--- src/design/cmcp_regs.svh ---
// Register offsets, addresses, reset values and timing figures of the chassis manager
`ifndef CMCP_REGS_SVH
`define CMCP_REGS_SVH

// Management bus addresses, 8-bit form with the R/W bit as bit 0
`define CMCP_ADDR_DEFAULT 8'h5c
`define CMCP_ADDR_ALT_A 8'h58
`define CMCP_ADDR_ALT_B 8'h5a

// Register offsets (command codes)
`define CMCP_REG_AUX5V_HIGH 8'h00
`define CMCP_REG_AUX5V_LOW 8'h01
`define CMCP_REG_3P3_HIGH 8'h02
`define CMCP_REG_3P3_LOW 8'h03
`define CMCP_REG_5V_HIGH 8'h04
`define CMCP_REG_5V_LOW 8'h05
`define CMCP_REG_POS12_HIGH 8'h06
`define CMCP_REG_POS12_LOW 8'h07
`define CMCP_REG_NEG12_HIGH 8'h08
`define CMCP_REG_NEG12_LOW 8'h09
`define CMCP_REG_SOURCE_SEL 8'h0e
`define CMCP_REG_SLOT_REQ 8'h0f
`define CMCP_REG_EXT_REQ 8'h10
`define CMCP_REG_SUPPLY_A 8'h11
`define CMCP_REG_SUPPLY_B 8'h12
`define CMCP_REG_SUPPLY_C 8'h13
`define CMCP_REG_SUPPLY_D 8'h14
`define CMCP_REG_SYNC_DIV 8'h45

// Reset and readback values
`define CMCP_SYNC_DIV_RST 8'h01
`define CMCP_BYTE_HIGH 8'h01
`define CMCP_BYTE_LOW 8'h00
`define CMCP_UNMAPPED_BYTE 8'h00

// Timing, in ns
`define CMCP_CLK_NS 40
`define CMCP_REF_LOSS_NS 1000
`define CMCP_SETTLE_NS 2000

`endif

--- src/design/cmcp_pkg.sv ---
// Types shared by the chassis manager logic
package cmcp_pkg;

  typedef enum logic [1:0] {
    CMCP_REF_INT = 2'b00,
    CMCP_REF_SLOT = 2'b01,
    CMCP_REF_REAR = 2'b10
  } cmcp_ref_e;

  typedef enum logic [3:0] {
    CMCP_S_IDLE = 4'b0000,
    CMCP_S_ADDR = 4'b0001,
    CMCP_S_AACK = 4'b0010,
    CMCP_S_CMD = 4'b0011,
    CMCP_S_CACK = 4'b0100,
    CMCP_S_WDAT = 4'b0101,
    CMCP_S_WACK = 4'b0110,
    CMCP_S_RDAT = 4'b0111,
    CMCP_S_RACK = 4'b1000
  } cmcp_smb_e;

  typedef struct packed {
    logic [15:0] aux5v;
    logic [15:0] rail_3p3;
    logic [15:0] rail_5v;
    logic [15:0] rail_pos12;
    logic [15:0] rail_neg12;
  } cmcp_rails_s;

  typedef struct packed {
    logic power_source_selector;
    logic slot_power_request_in;
    logic external_power_request_in;
  } cmcp_power_in_s;

endpackage

--- src/design/cmcp_top.sv ---
// Chassis manager: reference selection, sync divider and management bus target
//
// What this block does
// Timing-slot 10 MHz reference present: lock all clocks and rear output to it.
// No slot reference but rear input clocked: lock everything to rear input.
// Neither reference present: generate all clocks from the internal oscillator.
// Source chosen automatically: slot, then rear input, then internal.
// Source changes switch outputs without glitches; derived clocks follow.
// Divider 2..255: sync at 10 MHz over n, control pin restarts it.
// Divider 0: sync at 10 MHz, control pin enables it.
// Divider 1: sync at 10 MHz, control pin ignored.
// Management unit is an I2C/SMBus target on the backplane bus.
// Target address 5Ch by default, otherwise only 58h or 5Ah.
// Sensor readings come over a secondary side decoupled from host bus.
// Aux 5 V millivolts read-only, high byte 0x00, low 0x01.
// 3.3 V millivolts read-only, high byte 0x02, low 0x03.
// 5 V millivolts read-only, high byte 0x04, low 0x05.
// +12 V millivolts read-only, high byte 0x06, low 0x07.
// -12 V millivolts read-only, high byte 0x08, low 0x09.
// Byte 0x0E shows power source selector: zero external, nonzero slot.
// Byte 0x0F shows slot power request level, zero low, nonzero high.
// Byte 0x10 shows external power request level, zero low, nonzero high.
// Bytes 0x11..0x14 show the four supply enable outputs.
// Byte-data transfers, command equals address; writes to read-only ignored.
`timescale 1ns/10ps
`default_nettype none
`include "cmcp_regs.svh"

module cmcp_top import cmcp_pkg::*; (
  input wire logic i_clk,
  input wire logic i_nrst,
  input wire logic i_smb_clk,
  input wire logic i_smb_dat,
  output logic o_smb_dat,
  output logic o_smb_dat_oe,
  input wire logic [1:0] i_addr_strap,
  input wire logic i_slot_ref_clk,
  input wire logic i_rear_reference_input,
  input wire logic i_clk10,
  input wire logic i_sync_ctrl,
  input wire cmcp_power_in_s i_power,
  input wire cmcp_rails_s i_rails,
  output cmcp_ref_e o_ref_select,
  output logic o_ref_switch,
  output logic o_sync100,
  output logic [3:0] o_supply_enable
);

  localparam int REF_LOSS_C = `CMCP_REF_LOSS_NS / `CMCP_CLK_NS;
  localparam int SETTLE_C = (`CMCP_SETTLE_NS + `CMCP_CLK_NS - 1) / `CMCP_CLK_NS;
  localparam int NPIN = 11;

  ////////////////////////////////////////////////////////////////////////////
  // Pin synchronisers
  logic [NPIN-1:0] pin_raw;
  logic [NPIN-1:0] pin_s1;
  logic [NPIN-1:0] pin_s2;
  logic [NPIN-1:0] pin_s3;

  assign pin_raw = {i_addr_strap, i_power, i_sync_ctrl, i_clk10, i_rear_reference_input,
                    i_slot_ref_clk, i_smb_dat, i_smb_clk};

  genvar gi;
  generate
    for (gi = 0; gi < NPIN; gi++) begin : g_sync
      // Bus lines idle high, so no false edge after reset
      localparam logic IDLE_LVL = (gi < 2);
      always_ff @(posedge i_clk or negedge i_nrst) begin
        if (!i_nrst) begin
          pin_s1[gi] <= IDLE_LVL;
          pin_s2[gi] <= IDLE_LVL;
          pin_s3[gi] <= IDLE_LVL;
        end else begin
          pin_s1[gi] <= pin_raw[gi];
          pin_s2[gi] <= pin_s1[gi];
          pin_s3[gi] <= pin_s2[gi];
        end
      end
    end
  endgenerate

  logic scl_s;
  logic sda_s;
  logic sda_p;
  logic scl_rise;
  logic scl_fall;
  logic smb_start;
  logic smb_stop;
  logic ctrl_s;
  logic ctrl_rise;
  logic tick10;
  logic [1:0] strap_s;
  cmcp_power_in_s pwr_s;

  assign scl_s = pin_s2[0];
  assign sda_s = pin_s2[1];
  assign sda_p = pin_s3[1];
  assign scl_rise = pin_s2[0] & ~pin_s3[0];
  assign scl_fall = ~pin_s2[0] & pin_s3[0];
  assign smb_start = scl_s & pin_s3[0] & sda_p & ~sda_s;
  assign smb_stop = scl_s & pin_s3[0] & ~sda_p & sda_s;
  assign tick10 = pin_s2[4] & ~pin_s3[4];
  assign ctrl_s = pin_s2[5];
  assign ctrl_rise = pin_s2[5] & ~pin_s3[5];
  assign pwr_s = pin_s2[8:6];
  assign strap_s = pin_s2[10:9];

  ////////////////////////////////////////////////////////////////////////////
  // Reference presence detection and source selection
  logic [1:0] ref_present;
  logic [7:0] loss_cnt [2];
  logic [7:0] next_loss_cnt [2];

  generate
    for (gi = 0; gi < 2; gi++) begin : g_ref
      always_comb begin
        if (pin_s2[2+gi] ^ pin_s3[2+gi]) begin
          next_loss_cnt[gi] = 8'h00;
        end else if (loss_cnt[gi] != 8'(REF_LOSS_C)) begin
          next_loss_cnt[gi] = loss_cnt[gi] + 8'h01;
        end else begin
          next_loss_cnt[gi] = loss_cnt[gi];
        end
      end
      always_ff @(posedge i_clk or negedge i_nrst) begin
        if (!i_nrst) begin
          loss_cnt[gi] <= 8'(REF_LOSS_C);
        end else begin
          loss_cnt[gi] <= next_loss_cnt[gi];
        end
      end
      assign ref_present[gi] = (loss_cnt[gi] != 8'(REF_LOSS_C));
    end
  endgenerate

  cmcp_ref_e cand;
  cmcp_ref_e ref_sel;
  cmcp_ref_e next_ref_sel;
  logic [7:0] settle_cnt;
  logic [7:0] next_settle_cnt;
  logic switch_now;
  logic next_ref_switch;

  always_comb begin
    if (ref_present[0]) begin
      cand = CMCP_REF_SLOT;
    end else if (ref_present[1]) begin
      cand = CMCP_REF_REAR;
    end else begin
      cand = CMCP_REF_INT;
    end
  end

  // New source taken only after it has held for the settle time
  assign switch_now = (cand != ref_sel) && (settle_cnt == 8'(SETTLE_C - 1));

  always_comb begin
    next_ref_sel = ref_sel;
    next_settle_cnt = 8'h00;
    next_ref_switch = 1'b0;
    if (switch_now) begin
      next_ref_sel = cand;
      next_ref_switch = 1'b1;
    end else if (cand != ref_sel) begin
      next_settle_cnt = settle_cnt + 8'h01;
    end
  end

  always_ff @(posedge i_clk or negedge i_nrst) begin
    if (!i_nrst) begin
      ref_sel <= CMCP_REF_INT;
      settle_cnt <= 8'h00;
      o_ref_switch <= 1'b0;
    end else begin
      ref_sel <= next_ref_sel;
      settle_cnt <= next_settle_cnt;
      o_ref_switch <= next_ref_switch;
    end
  end

  assign o_ref_select = ref_sel;

  ////////////////////////////////////////////////////////////////////////////
  // Sync divider
  logic [7:0] sync_div;
  logic [7:0] sync_cnt;
  logic [7:0] next_sync_cnt;
  logic next_sync100;

  always_comb begin
    next_sync_cnt = sync_cnt;
    next_sync100 = 1'b0;
    if (sync_div == 8'h00) begin
      next_sync100 = tick10 & ctrl_s;
      next_sync_cnt = 8'h00;
    end else if (sync_div == 8'h01) begin
      next_sync100 = tick10;
      next_sync_cnt = 8'h00;
    end else if (ctrl_rise || o_ref_switch) begin
      next_sync_cnt = 8'h00;
    end else if (tick10) begin
      next_sync100 = (sync_cnt == 8'h00);
      next_sync_cnt = (sync_cnt >= sync_div - 8'h01) ? 8'h00 : sync_cnt + 8'h01;
    end
  end

  always_ff @(posedge i_clk or negedge i_nrst) begin
    if (!i_nrst) begin
      sync_cnt <= 8'h00;
      o_sync100 <= 1'b0;
    end else begin
      sync_cnt <= next_sync_cnt;
      o_sync100 <= next_sync100;
    end
  end

  ////////////////////////////////////////////////////////////////////////////
  // Power request routing and strap capture
  logic [7:0] own_addr;
  logic [7:0] next_own_addr;
  logic strap_done;
  logic [1:0] strap_wait;
  logic [1:0] next_strap_wait;

  // Strap taken at the third edge, once through the synchroniser
  assign strap_done = (strap_wait == 2'h3);
  logic [3:0] next_supply;
  cmcp_rails_s rails;
  cmcp_rails_s next_rails;
  cmcp_smb_e state;

  always_comb begin
    next_supply = {4{pwr_s.power_source_selector ? pwr_s.slot_power_request_in
                                                  : pwr_s.external_power_request_in}};
    next_strap_wait = strap_done ? strap_wait : strap_wait + 2'h1;
    next_own_addr = own_addr;
    if (!strap_done) begin
      unique case (strap_s)
        2'b01: next_own_addr = `CMCP_ADDR_ALT_A;
        2'b10: next_own_addr = `CMCP_ADDR_ALT_B;
        default: next_own_addr = `CMCP_ADDR_DEFAULT;
      endcase
    end
    // Sensor copy refreshed only between host transfers
    next_rails = (state == CMCP_S_IDLE) ? i_rails : rails;
  end

  always_ff @(posedge i_clk or negedge i_nrst) begin
    if (!i_nrst) begin
      o_supply_enable <= 4'h0;
      own_addr <= `CMCP_ADDR_DEFAULT;
      strap_wait <= 2'h0;
      rails <= '0;
    end else begin
      o_supply_enable <= next_supply;
      own_addr <= next_own_addr;
      strap_wait <= next_strap_wait;
      rails <= next_rails;
    end
  end

  ////////////////////////////////////////////////////////////////////////////
  // Register readback
  function automatic logic [7:0] flag_byte(input logic lvl);
    flag_byte = lvl ? `CMCP_BYTE_HIGH : `CMCP_BYTE_LOW;
  endfunction

  logic [7:0] ptr;
  logic [7:0] rd_byte;

  always_comb begin
    unique case (ptr)
      `CMCP_REG_AUX5V_HIGH: rd_byte = rails.aux5v[15:8];
      `CMCP_REG_AUX5V_LOW: rd_byte = rails.aux5v[7:0];
      `CMCP_REG_3P3_HIGH: rd_byte = rails.rail_3p3[15:8];
      `CMCP_REG_3P3_LOW: rd_byte = rails.rail_3p3[7:0];
      `CMCP_REG_5V_HIGH: rd_byte = rails.rail_5v[15:8];
      `CMCP_REG_5V_LOW: rd_byte = rails.rail_5v[7:0];
      `CMCP_REG_POS12_HIGH: rd_byte = rails.rail_pos12[15:8];
      `CMCP_REG_POS12_LOW: rd_byte = rails.rail_pos12[7:0];
      `CMCP_REG_NEG12_HIGH: rd_byte = rails.rail_neg12[15:8];
      `CMCP_REG_NEG12_LOW: rd_byte = rails.rail_neg12[7:0];
      `CMCP_REG_SOURCE_SEL: rd_byte = flag_byte(pwr_s.power_source_selector);
      `CMCP_REG_SLOT_REQ: rd_byte = flag_byte(pwr_s.slot_power_request_in);
      `CMCP_REG_EXT_REQ: rd_byte = flag_byte(pwr_s.external_power_request_in);
      `CMCP_REG_SUPPLY_A: rd_byte = flag_byte(o_supply_enable[0]);
      `CMCP_REG_SUPPLY_B: rd_byte = flag_byte(o_supply_enable[1]);
      `CMCP_REG_SUPPLY_C: rd_byte = flag_byte(o_supply_enable[2]);
      `CMCP_REG_SUPPLY_D: rd_byte = flag_byte(o_supply_enable[3]);
      `CMCP_REG_SYNC_DIV: rd_byte = sync_div;
      default: rd_byte = `CMCP_UNMAPPED_BYTE;
    endcase
  end

  ////////////////////////////////////////////////////////////////////////////
  // Management bus target
  cmcp_smb_e next_state;
  logic [3:0] bitcnt;
  logic [3:0] next_bitcnt;
  logic [7:0] shreg;
  logic [7:0] next_shreg;
  logic [7:0] next_ptr;
  logic rw;
  logic next_rw;
  logic oe;
  logic next_oe;
  logic ack;
  logic next_ack;
  logic [7:0] next_sync_div;

  always_comb begin
    next_state = state;
    next_bitcnt = bitcnt;
    next_shreg = shreg;
    next_ptr = ptr;
    next_rw = rw;
    next_oe = oe;
    next_ack = ack;
    next_sync_div = sync_div;
    if (smb_stop) begin
      next_state = CMCP_S_IDLE;
      next_oe = 1'b0;
    end else if (smb_start) begin
      next_state = CMCP_S_ADDR;
      next_bitcnt = 4'h0;
      next_oe = 1'b0;
    end else begin
      unique case (state)
        CMCP_S_IDLE: next_oe = 1'b0;
        CMCP_S_ADDR, CMCP_S_CMD, CMCP_S_WDAT: begin
          if (scl_rise) begin
            next_shreg = {shreg[6:0], sda_s};
            next_bitcnt = bitcnt + 4'h1;
          end else if (scl_fall && bitcnt == 4'h8) begin
            next_bitcnt = 4'h0;
            next_oe = 1'b1;
            if (state == CMCP_S_ADDR) begin
              if (shreg[7:1] == own_addr[7:1]) begin
                next_rw = shreg[0];
                next_state = CMCP_S_AACK;
              end else begin
                next_oe = 1'b0;
                next_state = CMCP_S_IDLE;
              end
            end else if (state == CMCP_S_CMD) begin
              next_ptr = shreg;
              next_state = CMCP_S_CACK;
            end else begin
              if (ptr == `CMCP_REG_SYNC_DIV) begin
                next_sync_div = shreg;
              end
              next_state = CMCP_S_WACK;
            end
          end
        end
        CMCP_S_AACK: begin
          if (scl_fall) begin
            if (rw) begin
              next_shreg = rd_byte;
              next_oe = ~rd_byte[7];
              next_state = CMCP_S_RDAT;
            end else begin
              next_oe = 1'b0;
              next_state = CMCP_S_CMD;
            end
          end
        end
        CMCP_S_CACK, CMCP_S_WACK: begin
          if (scl_fall) begin
            next_oe = 1'b0;
            next_state = CMCP_S_WDAT;
            if (state == CMCP_S_WACK) begin
              next_ptr = ptr + 8'h01;
            end
          end
        end
        CMCP_S_RDAT: begin
          if (scl_rise) begin
            next_bitcnt = bitcnt + 4'h1;
          end else if (scl_fall) begin
            if (bitcnt == 4'h8) begin
              next_oe = 1'b0;
              next_bitcnt = 4'h0;
              next_state = CMCP_S_RACK;
            end else begin
              next_shreg = {shreg[6:0], 1'b0};
              next_oe = ~shreg[6];
            end
          end
        end
        CMCP_S_RACK: begin
          if (scl_rise) begin
            next_ack = ~sda_s;
            if (!sda_s) begin
              next_ptr = ptr + 8'h01;
            end
          end else if (scl_fall) begin
            if (ack) begin
              next_shreg = rd_byte;
              next_oe = ~rd_byte[7];
              next_state = CMCP_S_RDAT;
            end else begin
              next_state = CMCP_S_IDLE;
            end
          end
        end
        default: begin
          next_oe = 1'b0;
          next_state = CMCP_S_IDLE;
        end
      endcase
    end
  end

  always_ff @(posedge i_clk or negedge i_nrst) begin
    if (!i_nrst) begin
      state <= CMCP_S_IDLE;
      bitcnt <= 4'h0;
      shreg <= 8'h00;
      ptr <= 8'h00;
      rw <= 1'b0;
      oe <= 1'b0;
      ack <= 1'b0;
      sync_div <= `CMCP_SYNC_DIV_RST;
    end else begin
      state <= next_state;
      bitcnt <= next_bitcnt;
      shreg <= next_shreg;
      ptr <= next_ptr;
      rw <= next_rw;
      oe <= next_oe;
      ack <= next_ack;
      sync_div <= next_sync_div;
    end
  end

  // Open-drain: only ever pulls low
  assign o_smb_dat = 1'b0;
  assign o_smb_dat_oe = oe;

  ////////////////////////////////////////////////////////////////////////////
  // Assertions
  property p_sel_prio;
    @(posedge i_clk) disable iff (!i_nrst) switch_now |=> ref_sel == $past(cand);
  endproperty
  a_sel_prio: assert property (p_sel_prio) else $error("source not taken from priority");

  property p_slot_lock;
    @(posedge i_clk) disable iff (!i_nrst) (switch_now && ref_present[0]) |=> ref_sel == CMCP_REF_SLOT;
  endproperty
  a_slot_lock: assert property (p_slot_lock) else $error("slot reference not chosen");

  property p_rear_lock;
    @(posedge i_clk) disable iff (!i_nrst)
      (switch_now && !ref_present[0] && ref_present[1]) |=> ref_sel == CMCP_REF_REAR;
  endproperty
  a_rear_lock: assert property (p_rear_lock) else $error("rear reference not chosen");

  property p_int_lock;
    @(posedge i_clk) disable iff (!i_nrst) (switch_now && ref_present == 2'b00) |=> ref_sel == CMCP_REF_INT;
  endproperty
  a_int_lock: assert property (p_int_lock) else $error("internal reference not chosen");

  property p_glitch_free;
    @(posedge i_clk) disable iff (!i_nrst)
      $changed(ref_sel) |-> o_ref_switch && $past(settle_cnt) == 8'(SETTLE_C - 1);
  endproperty
  a_glitch_free: assert property (p_glitch_free) else $error("source changed before settling");

  property p_div_n;
    @(posedge i_clk) disable iff (!i_nrst)
      (sync_div >= 8'h02 && ctrl_rise) |=> sync_cnt == 8'h00 && !o_sync100;
  endproperty
  a_div_n: assert property (p_div_n) else $error("sync restart missed");

  property p_div_zero;
    @(posedge i_clk) disable iff (!i_nrst) (sync_div == 8'h00 && !ctrl_s) |=> !o_sync100;
  endproperty
  a_div_zero: assert property (p_div_zero) else $error("sync not gated by enable");

  property p_div_one;
    @(posedge i_clk) disable iff (!i_nrst) (sync_div == 8'h01 && $stable(sync_div)) |=> o_sync100 == $past(tick10);
  endproperty
  a_div_one: assert property (p_div_one) else $error("sync not at full rate");

  property p_addr_match;
    @(posedge i_clk) disable iff (!i_nrst)
      (state == CMCP_S_ADDR && next_state == CMCP_S_AACK) |-> shreg[7:1] == own_addr[7:1] ##1 o_smb_dat_oe;
  endproperty
  a_addr_match: assert property (p_addr_match) else $error("acknowledged a foreign address");

  property p_ro_write;
    @(posedge i_clk) disable iff (!i_nrst) $changed(sync_div) |-> $past(ptr) == `CMCP_REG_SYNC_DIV;
  endproperty
  a_ro_write: assert property (p_ro_write) else $error("write landed off the divider");

  property p_supply_view;
    @(posedge i_clk) disable iff (!i_nrst)
      (ptr == `CMCP_REG_SUPPLY_A) |-> (rd_byte != 8'h00) == o_supply_enable[0];
  endproperty
  a_supply_view: assert property (p_supply_view) else $error("supply byte wrong");

  c_switch: cover property (@(posedge i_clk) disable iff (!i_nrst) o_ref_switch);
  c_read: cover property (@(posedge i_clk) disable iff (!i_nrst) state == CMCP_S_RACK && ack);
  c_write: cover property (@(posedge i_clk) disable iff (!i_nrst) $changed(sync_div));
  c_sync_div: cover property (@(posedge i_clk) disable iff (!i_nrst) o_sync100 && sync_div > 8'h02);

endmodule // cmcp_top

`default_nettype wire

--- config.mk ---
export PLATFORM = sky130hd
export DESIGN_NAME = cmcp_top
export DESIGN_NICKNAME = d
export VERILOG_FILES = /design/src/design/cmcp_pkg.sv /design/src/design/cmcp_top.sv
export VERILOG_INCLUDE_DIRS = /design/src /design/src/design
export SDC_FILE = /design/constraint.sdc
export NUM_CORES = 1
export LEC_CHECK = 0
export BUFFER_PORTS_ARGS = -buffer_cell sky130_fd_sc_hd__buf_2
export CORE_MARGIN = 10
export CORE_UTILIZATION = 59
export DETAILED_ROUTE_END_ITERATION = 8
export PLACE_DENSITY = 0.77
export SLEW_MARGIN = 10
export SYNTH_ARGS = -nofsm -noshare
export SYNTH_HDL_FRONTEND = slang
export SYNTH_SLANG_ARGS = --single-unit
--- constraint.sdc ---
create_clock -name i_clk -period 3 [get_ports i_clk]
set_input_delay 0.15 -clock i_clk [delete_from_list [all_inputs] [get_ports i_clk]]
set_output_delay 0.15 -clock i_clk [all_outputs]
set_load 0.005 [all_outputs]
## Word level (Yosys, flattened, before mapping)

Index checks and enable logic that the tools add are counted.

| word-level totals | value |
|---|---|
| flip-flop bits (word level) | 190 |
| output and inout bits | 10 |
| word-level logic and storage cells | 261 |

| cells by class | value |
|---|---|
| reduce and logical (&&, ||, !) cells | 23 |
| bitwise gates (word level) | 25 |
| magnitude comparators | 1 |
| mux-type cells | 87 |
| $add $sub $neg | 8 |
| equality and inequality tests | 66 |

Operators with widths:

| operator | count |
|---|---|
| $mux 8 | 28 |
| $pmux 8 s18 | 1 |
| $mux 4 | 18 |
| $ne 4x4->1 const B | 13 |
| $add 8x1->8 const B | 5 |
| $eq 8x5->1 const B | 5 |
| $ne 2x2->1 const B | 17 |
| $eq 8x3->1 const B | 4 |
| $eq 8x4->1 const B | 4 |
| $pmux 8 s4 | 1 |
| $mux 1 | 28 |
| $logic_not 8->1 | 3 |
| $pmux 4 s6 | 1 |
| $pmux 8 s3 | 1 |
| $eq 4x3->1 const B | 4 |
| $eq 8x1->1 const B | 2 |
| $eq 8x2->1 const B | 2 |
| $ne 8x5->1 const B | 2 |
| $not 1->1 | 13 |
| $reduce_and 12->1 | 1 |
| $reduce_and 11->1 | 1 |
| $and 1x1->1 | 10 |
| $reduce_and 10->1 | 1 |
| $reduce_and 9->1 | 1 |
| other kinds (32) | 44 |

## Longest topological paths before layout

| logic depth | value |
|---|---|
| depth after elaboration | 9 |
| mapped depth | 11 |
| gate-level depth less buffers | 11 |

## Worst setup path after synthesis

No wires, ideal clock.

| timing path | value |
|---|---|
| kind | reg2reg |
| from | register sync_div[0] |
| to | register sync_cnt[2] |
| path buffers | 0 |
| path slack | 0.592 ns |
| arrival | 2.344 ns |
| required time | 2.936 ns |
| stages on the path, launching flop included | 12 |
| cells stage by stage | dfstp_2 > inv_1 > ha_1 > nand2_1 > xor2_1 > ha_1 > a21o_1 > a21oi_1 > a2bb2oi_1 > o2111ai_2 > nor3b_1 > a21o_1 |

| between the ends | value |
|---|---|
| word-level cells in the longest chain between the ends | 7 |

RTL lines:

| what | RTL line | text |
|---|---|---|
| start, declared | cmcp_top.sv:185 | `logic [7:0] sync_div;` |
| start signal, assigned | cmcp_top.sv:424 | `` sync_div <= `CMCP_SYNC_DIV_RST; `` |
| start signal, assigned | cmcp_top.sv:433 | `sync_div <= next_sync_div;` |
| $sub 8x1->8 | cmcp_top.sv:203 | `next_sync_cnt = (sync_cnt >= sync_div - 8'h01) ? 8'h00 : sync_cnt + 8'h01;` |
| $ge 8x8->1 | cmcp_top.sv:203 |  |
| $mux 8 | cmcp_top.sv:203 |  |
| $mux 8 | cmcp_top.sv:201 | `end else if (tick10) begin` |
| $mux 8 | cmcp_top.sv:199 | `end else if (ctrl_rise \|\| o_ref_switch) begin` |
| $mux 8 | cmcp_top.sv:196 | `end else if (sync_div == 8'h01) begin` |
| $mux 8 | cmcp_top.sv:193 | `if (sync_div == 8'h00) begin` |
| end signal, assigned | cmcp_top.sv:212 | `sync_cnt <= next_sync_cnt;` |
| end, declared | cmcp_top.sv:186 | `logic [7:0] sync_cnt;` |

Several ways; a longest one is shown, not always the timed one. The select of a mux whose other input is x is not followed.
A chain may end at the register's enable or synchronous reset.

## Worst setup path in the final report

| timing path | value |
|---|---|
| from | register ptr[1] |
| to | register shreg[7] |

| between the ends | value |
|---|---|
| word-level cells in the longest chain between the ends | 6 |

RTL lines:

| what | RTL line | text |
|---|---|---|
| start, declared | cmcp_top.sv:268 | `logic [7:0] ptr;` |
| start signal, assigned | cmcp_top.sv:429 | `ptr <= next_ptr;` |
| $eq 8x7->1 (tied with other cells) | cmcp_top.sv:272 | `unique case (ptr)` |
| $pmux 8 s18 (*) | cmcp_top.sv:272 |  |
| $mux 8 | cmcp_top.sv:398 | `if (ack) begin` |
| $mux 8 | cmcp_top.sv:397 | `end else if (scl_fall) begin` |
| $mux 8 | cmcp_top.sv:392 | `if (scl_rise) begin` |
| $pmux 8 s4 (*) | cmcp_top.sv:328 | `unique case (state)` |
| end signal, assigned | cmcp_top.sv:428 | `shreg <= next_shreg;` |
| end, declared | cmcp_top.sv:300 | `logic [7:0] shreg;` |

Mark *: on every way between the ends. The rest lies on a longest branch, timed or not. The select of a mux whose other input is x is not followed.

==> impl_metrics.json <==
{
  "postCtsSetupBuffers": 0,
  "grt_max_degree": 68,
  "initial_core_util": 0.6069,
  "synth_fp_nets": 957,
  "die_h_um": 145.5,
  "wl_mm": 25.81,
  "max_freq_ghz": 0.3619,
  "power_mw": 5.871,
  "drt_iter0_markers": 856,
  "drive_above_1_share": 0.2701,
  "slowest_stage": "dfrtp_1",
  "synth_top_area_share": 0.4577,
  "grt_pass1_wl_mm": 41.55,
  "dr.pass1.iters": 6,
  "routedWlPerCell_um": 20.75,
  "clk-insertion-delay-late_ps": 440,
  "hold_ws_ps": 258.2,
  "power.leakage_nw": 5.104,
  "yosys_warnings": 0,
  "syn_inst": 835,
  "grt_overflow_total": 0,
  "status": "finished, final reports clean",
  "ys.flop_type": "dfrtp_1",
  "synth_cell_type_count": 83,
  "ant_nets": 0,
  "gp_congestion": 0.9239,
  "io_pins": 103,
  "viasPerCell": 6.051,
  "area_growth_syn_to_layout_pct": 23.81,
  "finalMaxSlewViolations": 0,
  "cts_made_buffers": 17,
  "p_per_area_mw_per_mm2": 510.1,
  "synth.area.top_cells": "dfrtp_1 46%, mux2_2 12%, dfstp_2 4.0%",
  "fin_nets": 1142,
  "cts.reportedPaths.clkPinSlew_ps": 70,
  "setup_violations": 0,
  "num_antenna_cells": 0,
  "cts_tree": "built",
  "path_cells": "inv_1, ha_1, and2_1, a22o_1, a221o_1, a221oi_2, o22ai_1",
  "worstPathArrival_ps": 3070,
  "worstPathBufferInverterCount": 1,
  "cp-end-kind": "flip-flop",
  "crit_required_ps": 3300,
  "fillers": 1006,
  "ys_seq_elements": 184,
  "finalNonFillerCells": 1244,
  "cts_root_buffer": "clkbuf_16",
  "drc": 0,
  "synthArstFlopShare": 1.000,
  "core_area_mm2": 0.01531,
  "setup-tns-final_ps": 0,
  "max-vdd-ir-drop_uv": 411.0,
  "first_global_vias": 7662,
  "cts_buffer_depth": 2,
  "grtUsageTotal": 0.2425,
  "rsz0062_at_grt": "false",
  "relSlewSlack": 0.4843,
  "syn_avg_cell_area_um2": 11.13,
  "worstMarginPinSlew_ps": 773.6,
  "crit_fanout": 17,
  "antenna_found_initial": 0,
  "clkSinkCount": 184,
  "crit_type": "reg -> reg",
  "drv_cap": 0,
  "synth_largest_area_cell": "dfrtp_1",
  "die_w_um": 145.5,
  "h-tree-depth": 4,
  "hold_path.class": "in -> async",
  "fin_crit_sh": 0.9212,
  "fp-row-count": 45,
  "via_count": 7527,
  "finalCriticalPeriod_ps": 2763,
  "synth_edf_count": 0,
  "hold_violations": 0,
  "place_hpwl_mm": 15.93,
  "dp.cells": 1120,
  "clock-skew-final_ps": 11.30,
  "port_buffers": 101,
  "cpPeakStageDelay_ps": 500,
  "dieArea_mm2": 0.02117,
  "crit_path_start_kind": "flip-flop",
  "cp_top_family": "compound AO/OA/AOI/OAI gates",
  "netlist_area_mm2": 0.009295,
  "synth_seq_area_share": 0.4972
}
==> metrics by stage <==
| step | util | cell area [um^2] | setup WS [ps] |
|---|---|---|---|
| 2_1_floorplan | - | 9295 | 592.5 |
| 6_report | 0.7515 | 11510 | 236.5 |
| 3_3_place_gp | 0.6529 | 9998 | 371.6 |
| 5_1_grt | 0.7515 | 11510 | 41.97 |
| 4_1_cts | 0.7513 | 11510 | 252.8 |
| 3_5_place_dp | 0.6529 | 9998 | 281.0 |
==> worst reg2reg max path, delay by kind of cell, from the launching register on <==
kind,cells,cell delay [ps]
AND/OR/NAND/NOR,1,450
buffers and inverters,1,120
adder cells (fa/ha/maj),1,320
AO/OA/AOI/OAI,4,1230
flip-flops,1,500
==> power breakdown <==
group | internal, mW | switching [mW] | total (mW)
registers | 2.68 | 0.200 | 2.88
logic | 0.403 | 0.331 | 0.733
clock network | 1.26 | 0.999 | 2.26
==> metal layers <==
metal	wire, um	global-route usage	up-vias
met4	1239	0.1264	0
met5	0	0	-
met2	12580	0.4001	371
met3	1674	0.04874	96
met1	10320	0.2948	3656
li1	-	-	3404
==> cell usage in the layout, fill, tap and decap left out, types with 5 or more instances in the layout <==
cell type / synthesis / routed
a22oi_1: 13 / 13
buf_2: 22 / 100
dfstp_2: 14 / 14
dlygate4sd3_1: 0 / 92
nor3_1: 24 / 24
buf_4: 4 / 16
o21ai_0: 32 / 32
a32oi_1: 6 / 6
ha_1: 29 / 29
nand3b_1: 5 / 5
and2_1: 10 / 10
a22o_1: 14 / 14
mux2_2: 97 / 97
or3_1: 6 / 6
inv_1: 25 / 25
a211oi_1: 7 / 7
xnor2_1: 15 / 15
a32o_1: 5 / 5
nor2b_1: 12 / 11
nor2_1: 59 / 58
mux2i_1: 11 / 11
and3_1: 7 / 7
nand3_1: 34 / 34
a21oi_1: 31 / 31
a21o_1: 8 / 8
clkbuf_16: 0 / 17
dfrtp_1: 170 / 170
xor2_1: 15 / 15
nand2b_1: 8 / 8
nand2_1: 45 / 45
o21ai_1: 6 / 6
==> synth_stat cells (22+ instances only) <==
master and number:
a21oi_1 31, buf_2 22, dfrtp_1 170, ha_1 29, inv_1 25, mux2_2 97
nand2_1 45, nand3_1 34, nor2_1 59, nor3_1 24, o21ai_0 32
==> sequential cells by signal, indices dropped and copies added, names as in the netlist, 5 cells and up <==
name,flops
rails,80
pin_s2,8
shreg,8
loss_cnt,16
pin_s3,5
ptr,8
pin_s1,11
settle_cnt,8
sync_div,8
sync_cnt,8
==> layout make-up <==
type | instances | area, um^2 | share of cell area
multi-input cells | 580 | 4329 | 0.3762
well taps | 211 | 264.0 | 0.02294
clock buffers | 19 | 442.9 | 0.03849
repair buffers | 212 | 1613 | 0.1401
inverters | 25 | 93.84 | 0.008154
clock inverters | 13 | 143.9 | 0.01250
flip-flops and latches | 184 | 4622 | 0.4016
==> timing repair <==
action,CTS,global route
setup endpoints to repair,0,7
endpoints found under the hold margin,144,0
hold buffers,92,0
resized for setup,0,1
==> kinds of logic (layout without fill, tap and decap cells) <==
logic type	after synthesis	in the layout	share of synthesized area
simple gates	239	239	0.1335
flops	184	184	0.4972
compound gates	173	173	0.1341
fa+ha+maj	29	29	0.03904
other cells	1	1	0.0004034
buf+inv	71	269	0.03809
mux	108	108	0.1294
xor+xnor	30	30	0.02827
==> worst paths after layout <==
| check | slack (ps) | from | end | cells past startpoint |
|---|---|---|---|---|
| worst max-delay path | 240 | ptr[1] | shreg[7] | 7 |
| worst min-delay path | 260 | i_nrst | settle_cnt[6] | 2 |
| worst max register to register | 240 | ptr[1] | shreg[7] | 7 |
| worst min register to register | 350 | pin_s1[10] | pin_s2[10] | 0 |
| max in group asynchronous | 1860 | i_nrst | own_addr[2] | 3 |
| min in group i_clk | 350 | pin_s1[10] | pin_s2[10] | 0 |
(Power assumes the default switching activity.)
